`src/pkg/exc_cfg.svh`:
```
/*
 * Register indices, field positions, reset values and widths of the
 * exception flag, mask and binding block.
 * Assumes inclusion by bare name from the package and the design file.
 */
`ifndef EXC_CFG_SVH
`define EXC_CFG_SVH

// ----------------------------------------------------------------
// Register indices (byte address is four times the index)
// ----------------------------------------------------------------
`define IDX_PEND_MID     10'h011
`define IDX_PEND_HIGH    10'h012
`define IDX_A_LOW        10'h014
`define IDX_A_MID        10'h015
`define IDX_A_HIGH       10'h016
`define IDX_B_LOW        10'h018
`define IDX_B_MID        10'h019
`define IDX_B_HIGH       10'h01A
`define IDX_BIND_X_OP    10'h01C
`define IDX_BIND_X_CTL   10'h01D

// ----------------------------------------------------------------
// Widths and field positions
// ----------------------------------------------------------------
`define EXC_COUNT        24
`define PEND_LO_BIT      8
`define PEND_UNUSED_BIT  23
`define OP_WIDTH         4
`define EVSEL_WIDTH      5
`define BIND_ON_BIT      7

// ----------------------------------------------------------------
// Reset values
// ----------------------------------------------------------------
`define RST_PEND         16'h0000
`define RST_MASK         24'h000000
`define RST_OP           4'h0
`define RST_ON           1'b0
`define RST_EVSEL        5'h12

`endif

```
`src/pkg/exc_pkg.sv`:
```
/*
 * Types shared by the exception block and its surroundings.
 * Assumes exc_cfg.svh is on the include path.
 */
`default_nettype none

`include "exc_cfg.svh"

package exc_pkg;

    // ------------------------------------------------------------
    // Carriers
    // ------------------------------------------------------------
    typedef logic [`EXC_COUNT-1:0] exc_vec_t;

    typedef struct packed {
        logic a;
        logic a_n;
        logic b;
        logic b_n;
    } chan_ind_s;

    typedef struct packed {
        logic                  fire;
        logic [`OP_WIDTH-1:0]  op;
    } bind_cmd_s;

    typedef struct packed {
        logic [11:0] paddr;
        logic        pwrite;
        logic [31:0] pwdata;
    } apb_req_s;

endpackage

`default_nettype wire

```
`src/rtl/exception_flag_mask_bind.sv`:
```
/*
 * Exception pending flags, channel A and B selection masks and the
 * channel X instruction binding, reached by software over APB.
 * Assumes exception events arrive as one-cycle pulses on pclk and that
 * pin source selection and the instruction executor sit outside.
 */
`default_nettype none

`include "exc_cfg.svh"

module exception_flag_mask_bind (
    input  wire logic              pclk,
    input  wire logic              presetn,
    input  wire logic              ce,
    input  wire logic              psel,
    input  wire logic              penable,
    input  wire exc_pkg::apb_req_s apb_req,
    output logic [31:0]            prdata,
    output logic                   pready,
    output logic                   pslverr,
    input  wire exc_pkg::exc_vec_t exc_event,
    output exc_pkg::chan_ind_s     chan_ind,
    output exc_pkg::bind_cmd_s     bind_cmd
);
    import exc_pkg::*;

    // ------------------------------------------------------------
    // State
    // ------------------------------------------------------------
    logic [`EXC_COUNT-1:`PEND_LO_BIT] pend_r;
    exc_vec_t                         mask_a_r;
    exc_vec_t                         mask_b_r;
    logic [`OP_WIDTH-1:0]             bind_x_op_r;
    logic                             bind_x_on_r;
    logic [`EVSEL_WIDTH-1:0]          bind_x_event_r;
    logic [31:0]                      prdata_r;
    logic [31:0]                      prdata_nxt;
    logic                             pready_r;
    logic                             pslverr_r;
    logic                             hit_nxt;
    chan_ind_s                        chan_ind_r;
    chan_ind_s                        chan_ind_nxt;
    bind_cmd_s                        bind_cmd_r;

    logic [9:0]  idx;
    logic [7:0]  wbyte;
    logic        setup;
    logic        wr_go;
    logic        bind_hit;

    assign idx   = apb_req.paddr[11:2];
    assign wbyte = apb_req.pwdata[7:0];
    assign setup = psel && !penable;
    // A write lands only at the edge where the access phase sees pready
    assign wr_go = psel && penable && pready_r && apb_req.pwrite;

    // ------------------------------------------------------------
    // Read mux and decode
    // ------------------------------------------------------------
    always_comb begin
        prdata_nxt = 32'h0000_0000;
        hit_nxt    = 1'b1;
        unique case (idx)
            `IDX_PEND_MID: begin
                prdata_nxt[7:0] = pend_r[15:8];
            end
            `IDX_PEND_HIGH: begin
                prdata_nxt[7:0] = pend_r[23:16];
            end
            `IDX_A_LOW: begin
                prdata_nxt[7:0] = mask_a_r[7:0];
            end
            `IDX_A_MID: begin
                prdata_nxt[7:0] = mask_a_r[15:8];
            end
            `IDX_A_HIGH: begin
                prdata_nxt[7:0] = mask_a_r[23:16];
            end
            `IDX_B_LOW: begin
                prdata_nxt[7:0] = mask_b_r[7:0];
            end
            `IDX_B_MID: begin
                prdata_nxt[7:0] = mask_b_r[15:8];
            end
            `IDX_B_HIGH: begin
                prdata_nxt[7:0] = mask_b_r[23:16];
            end
            `IDX_BIND_X_OP: begin
                prdata_nxt[`OP_WIDTH-1:0] = bind_x_op_r;
            end
            `IDX_BIND_X_CTL: begin
                prdata_nxt[`BIND_ON_BIT] = bind_x_on_r;
                prdata_nxt[`EVSEL_WIDTH-1:0] = bind_x_event_r;
            end
            default: begin
                hit_nxt = 1'b0;
            end
        endcase
    end

    // ------------------------------------------------------------
    // APB handshake
    // ------------------------------------------------------------
    // Answer fixed at one wait-free access cycle; read data is caught
    // in the setup cycle, so an event in that very cycle shows next read
    always_ff @(posedge pclk or negedge presetn) begin
        if (!presetn) begin
            pready_r  <= 1'b0;
            pslverr_r <= 1'b0;
            prdata_r  <= 32'h0000_0000;
        end else if (ce) begin
            if (setup) begin
                pready_r  <= 1'b1;
                pslverr_r <= !hit_nxt;
                prdata_r  <= apb_req.pwrite ? 32'h0000_0000 : prdata_nxt;
            end else begin
                pready_r  <= 1'b0;
                pslverr_r <= 1'b0;
            end
        end
    end

    // ------------------------------------------------------------
    // Pending flags
    // ------------------------------------------------------------
    // Event set is ORed after the clear so a same-cycle event survives
    always_ff @(posedge pclk or negedge presetn) begin
        if (!presetn) begin
            pend_r <= `RST_PEND;
        end else if (ce) begin
            logic [`EXC_COUNT-1:`PEND_LO_BIT] keep;
            keep = '1;
            if (wr_go && idx == `IDX_PEND_MID) begin
                keep[15:8] = wbyte;
            end
            if (wr_go && idx == `IDX_PEND_HIGH) begin
                keep[23:16] = wbyte;
            end
            pend_r <= (pend_r & keep)
                    | exc_event[`EXC_COUNT-1:`PEND_LO_BIT];
            pend_r[`PEND_UNUSED_BIT] <= 1'b0;
        end
    end

    // ------------------------------------------------------------
    // Channel masks
    // ------------------------------------------------------------
    always_ff @(posedge pclk or negedge presetn) begin
        if (!presetn) begin
            mask_a_r <= `RST_MASK;
        end else if (ce && wr_go) begin
            if (idx == `IDX_A_LOW) begin
                mask_a_r[7:0] <= wbyte;
            end
            if (idx == `IDX_A_MID) begin
                mask_a_r[15:8] <= wbyte;
            end
            if (idx == `IDX_A_HIGH) begin
                mask_a_r[23:16] <= wbyte;
            end
        end
    end

    always_ff @(posedge pclk or negedge presetn) begin
        if (!presetn) begin
            mask_b_r <= `RST_MASK;
        end else if (ce && wr_go) begin
            if (idx == `IDX_B_LOW) begin
                mask_b_r[7:0] <= wbyte;
            end
            if (idx == `IDX_B_MID) begin
                mask_b_r[15:8] <= wbyte;
            end
            if (idx == `IDX_B_HIGH) begin
                mask_b_r[23:16] <= wbyte;
            end
        end
    end

    // ------------------------------------------------------------
    // Channel X binding registers
    // ------------------------------------------------------------
    always_ff @(posedge pclk or negedge presetn) begin
        if (!presetn) begin
            bind_x_op_r    <= `RST_OP;
            bind_x_on_r    <= `RST_ON;
            bind_x_event_r <= `RST_EVSEL;
        end else if (ce && wr_go) begin
            if (idx == `IDX_BIND_X_OP) begin
                bind_x_op_r <= wbyte[`OP_WIDTH-1:0];
            end
            if (idx == `IDX_BIND_X_CTL) begin
                bind_x_on_r    <= wbyte[`BIND_ON_BIT];
                bind_x_event_r <= wbyte[`EVSEL_WIDTH-1:0];
            end
        end
    end

    // ------------------------------------------------------------
    // Channel indications
    // ------------------------------------------------------------
    // Raw events, not pending flags, drive the pins: clearing a flag
    // never disturbs an indication already in flight
    always_comb begin
        chan_ind_nxt.a   = |(exc_event & mask_a_r);
        chan_ind_nxt.a_n = |(exc_event & ~mask_a_r);
        chan_ind_nxt.b   = |(exc_event & mask_b_r);
        chan_ind_nxt.b_n = |(exc_event & ~mask_b_r);
    end

    always_ff @(posedge pclk or negedge presetn) begin
        if (!presetn) begin
            chan_ind_r <= '0;
        end else if (ce) begin
            chan_ind_r <= chan_ind_nxt;
        end
    end

    // ------------------------------------------------------------
    // Instruction trigger
    // ------------------------------------------------------------
    // Event numbers beyond the last exception never fire
    assign bind_hit = bind_x_on_r
                   && (bind_x_event_r < 5'h18)
                   && exc_event[bind_x_event_r];

    always_ff @(posedge pclk or negedge presetn) begin
        if (!presetn) begin
            bind_cmd_r <= '0;
        end else if (ce) begin
            bind_cmd_r.fire <= bind_hit;
            bind_cmd_r.op   <= bind_x_op_r;
        end
    end

    // ------------------------------------------------------------
    // Outputs
    // ------------------------------------------------------------
    assign prdata   = prdata_r;
    assign pready   = pready_r;
    assign pslverr  = pslverr_r;
    assign chan_ind = chan_ind_r;
    assign bind_cmd = bind_cmd_r;

endmodule

`default_nettype wire

```
`config.mk`:
```
export PLATFORM = sky130hd
export DESIGN_NAME = exception_flag_mask_bind
export DESIGN_NICKNAME = d
export VERILOG_FILES = /design/src/pkg/exc_pkg.sv /design/src/rtl/exception_flag_mask_bind.sv
export VERILOG_INCLUDE_DIRS = /design/src /design/src/pkg
export SDC_FILE = /design/constraint.sdc
export NUM_CORES = 1
export LEC_CHECK = 0
export ABC_AREA = 1
export BUFFER_PORTS_ARGS = -buffer_cell sky130_fd_sc_hd__buf_4
export CAP_MARGIN = 20
export CORE_MARGIN = 2
export CORE_UTILIZATION = 55
export DETAILED_ROUTE_END_ITERATION = 16
export HOLD_SLACK_MARGIN = 0.15
export MAX_ROUTING_LAYER = met4
export PLACE_DENSITY = 0.79
export SKIP_CTS_REPAIR_TIMING = 1
export SLEW_MARGIN = 20
export SYNTH_ARGS = -nofsm -noshare
export SYNTH_HDL_FRONTEND = slang
export SYNTH_SLANG_ARGS = --single-unit
```
`constraint.sdc`:
```
create_clock -name pclk -period 2.08 [get_ports pclk]
set_input_delay 0 -clock pclk [delete_from_list [all_inputs] [get_ports pclk]]
set_output_delay 0 -clock pclk [all_outputs]
set_load 0.05 [all_outputs]
```
==> flow_metrics.tcl <==
set metrics [dict create \
    path_common_cell "nand2_1" \
    ys_ff_latch 92 \
    path_buf_inv 3 \
    synthTopCellsByCount "214 x nand2_1, 122 x o21ai_0, 90 x dfrtp_1" \
    ctsRootBufferMaster "clkbuf_8" \
    finalHoldViolations 0 \
    fin_skew_ps 11.65 \
    clk_pin_slew_worst_paths_ps 90 \
    yosys.area.top_type "dfrtp_1" \
    grt_pass1_wl_um 28390 \
    crit_cells 10 \
    start_util 0.5589 \
    timing.rr.start "mask_a_r[4]" \
    p_int_uw 2414 \
    ys.flop_type "dfrtp_1" \
    track_usage 0.3772 \
    outcome "completed" \
    dr.pass1.iters 6 \
    p_per_area_nw_per_um2 530.5 \
    seqPwrFrac 0.525 \
    viasPerCell 5.692 \
    numCtsBuffers 9 \
    crit_type "input pin to register" \
    crit_family "buffers and inverters" \
    wl_per_cell_um 18.92 \
    p_total_uw 3426 \
    reg2reg_slack_ps 390 \
    final_nets 937 \
    yosysSeqAreaShare 0.4258 \
    syn_area_per_cell_sq_um 7.075 \
    cts-htree-levels 3 \
    cts_tree "built" \
    synth-adder-area-share 0 \
    post-synth-top-area-fraction 0.4161 \
    routed_wirelength_um 18940 \
    yosysMostFrequentCell "nand2_1" \
    die_w_um 103.2 \
    clk_latency_ps 380 \
    core_sq_um 9684 \
    grt_pass1_vias 5212 \
    leakage_uw 0.003078 \
    antenna_found_initial 0 \
    hpwl_um 14340 \
    synth-xor-area-share 0 \
    io-pin-count 117 \
    rsz0062_at_grt "false" \
    portBuffers 66 \
    critical_path_arrival_ps 2080 \
    ir_worst_vdd_uv 364.3 \
    fmaxAchievable_mhz 567.8 \
    switching_power_uw 1012 \
    synth_area_leaders "dfrtp_1 42%, nand2_1 15%, o21ai_0 11%" \
    final.setup.tns_ps 0 \
    synth_compound_area_frac 0.1701 \
    synth_top_family_by_area "simple AND/OR/NAND/NOR gates" \
    period_minus_slack_ps 1761 \
    async_flop_share 1.000 \
    clk_path_buf_depth 2 \
    endpoint "prdata[4]" \
    worstPathRequired_ps 2400 \
    setup_viol 0 \
    slowest_stage "dlygate4sd3_1" \
    gp_congestion 1.062 \
    hold_path.class "input pin to register" \
    pwr-share-clk 0.330 \
    muxShareOfSynthArea 0 \
    combPwrFrac 0.145 \
    numClockSinks 92 \
    syn_to_final_growth_pct 19.30 \
    synth_simple_gate_area_frac 0.2859 \
    grt_max_degree 59 \
    final_max_slew_viol_count 0 \
    place_area_sq_um 5939 \
    path_cells "buf_4, dlygate4sd3_1, nor2_4, nand4_1, nand2_1, nor2_1, nand2_1, nand3_1, dlygate4sd3_1, nand2_1" \
    max_stage_delay_ps 590 \
    r2r_end "prdata[4]" \
    antennaDiodeCount 0 \
    die_y_um 103.2 \
    yosysUniqueCellTypes 29 \
    ant_nets 0 \
    design_area_sq_um 6457 \
    fin_util 0.6668 \
    cp_max_fo 6 \
    via_count 5698 \
    drc 0 \
    rows 36 \
    hold_slack_ps 77.38 \
    die_area_sq_um 10650 \
    yosys_warnings 0 \
    drv_cap 0 \
    synthCells 765 \
    drtIter0Drc 442 \
    synth_edf_count 0 \
    cp-end-kind "register" \
    netlist_area_sq_um 5413 \
    switching_share 0.2954 \
    drive_gt1_frac 0.1244 \
    r2r.worst_path.cells 7 \
    overflow 0 \
    startpoint_type "input pin" \
    cp-startpoint "apb_req[36]" \
    min_period_over_period 0.8467 \
]
[placed cells by master (no fill, tap or decap), types with 10 or more instances in the layout]
| cell type | n |
|---|---|
| nand3_1 | 40 |
| conb_1 | 24 |
| dlygate4sd3_1 | 34 |
| clkbuf_8 | 10 |
| nand2_1 | 214 |
| nor2_1 | 66 |
| o21ai_0 | 122 |
| inv_1 | 89 |
| o22ai_1 | 27 |
| a21oi_1 | 17 |
| dfrtp_1 | 90 |
| nand4_1 | 22 |
| buf_4 | 72 |
[metrics by stage]
stage,std cells,setup slack [ps]
floorplan,788,319.4
global placement,951,502.2
detailed placement,951,450.8
CTS,967,488.9
global route,1001,212.6
finish,1001,318.8
[logic make-up (layout without fill, tap and decap cells)]
family	count (synthesis)	in the layout
buf+inv	136	216
other cells	1	24
simple gates	362	362
flops	92	92
compound gates	174	174
[worst min-delay path by stage]
stage / start / to / slack, ps / depth (start not counted)
after floorplan: presetn / bind_cmd[0] / -300 / 0
after global placement: presetn / pready / -30 / 1
after detailed placement: presetn / pready / -20 / 1
after CTS: presetn / prdata[2] / -430 / 1
after global routing: presetn / prdata[2] / 150 / 2
final: exc_event[23] / chan_ind[3] / 80 / 5
[power groups by stage]
stage	clock network (uW)	logic [uW]	registers (uW)
final	1130	498	1800
after global routing	1230	533	1800
after CTS	1150	443	1800
after detailed placement	0	441	1830
after global placement	0	434	1830
after floorplan	0	249	1850
[flip-flops by register name, summed over array words and instances (netlist names)]
name            count
bind_x_event_r      5
prdata              8
bind_x_on_r         1
mask_b_r           24
pslverr             1
bind_cmd            5
chan_ind            4
bind_x_op_r         4
mask_a_r           24
pend_r             15
pready              1
[tightest hold or removal path, delay by kind of cell]
family,cells,cell delay (ps)
AO/OA/AOI/OAI,2,190
AND/OR/NAND/NOR,2,130
buffers and inverters,1,100
[routing by layer]
metal / track usage / vias up / wire length (um)
met2: 0.5889 / 315 / 8887
met1: 0.4840 / 2659 / 7600
li1: - / 2654 / -
met3: 0.05847 / 70 / 1537
met5: - / - / 0
met4: 0.1791 / 0 / 916
[final cells by class]
| type | instances | area [sq um] |
|---|---|---|
| clock inverter | 5 | 36.28 |
| multi-input combinational | 560 | 2559 |
| tap | 133 | 166.4 |
| fill | 897 | 3227 |
| sequential | 92 | 2305 |
| clock buffer | 11 | 141.4 |
| inverter | 93 | 349.1 |
| timing repair buffer | 107 | 900.9 |
Note: power is estimated with default switching activity, not from simulation.
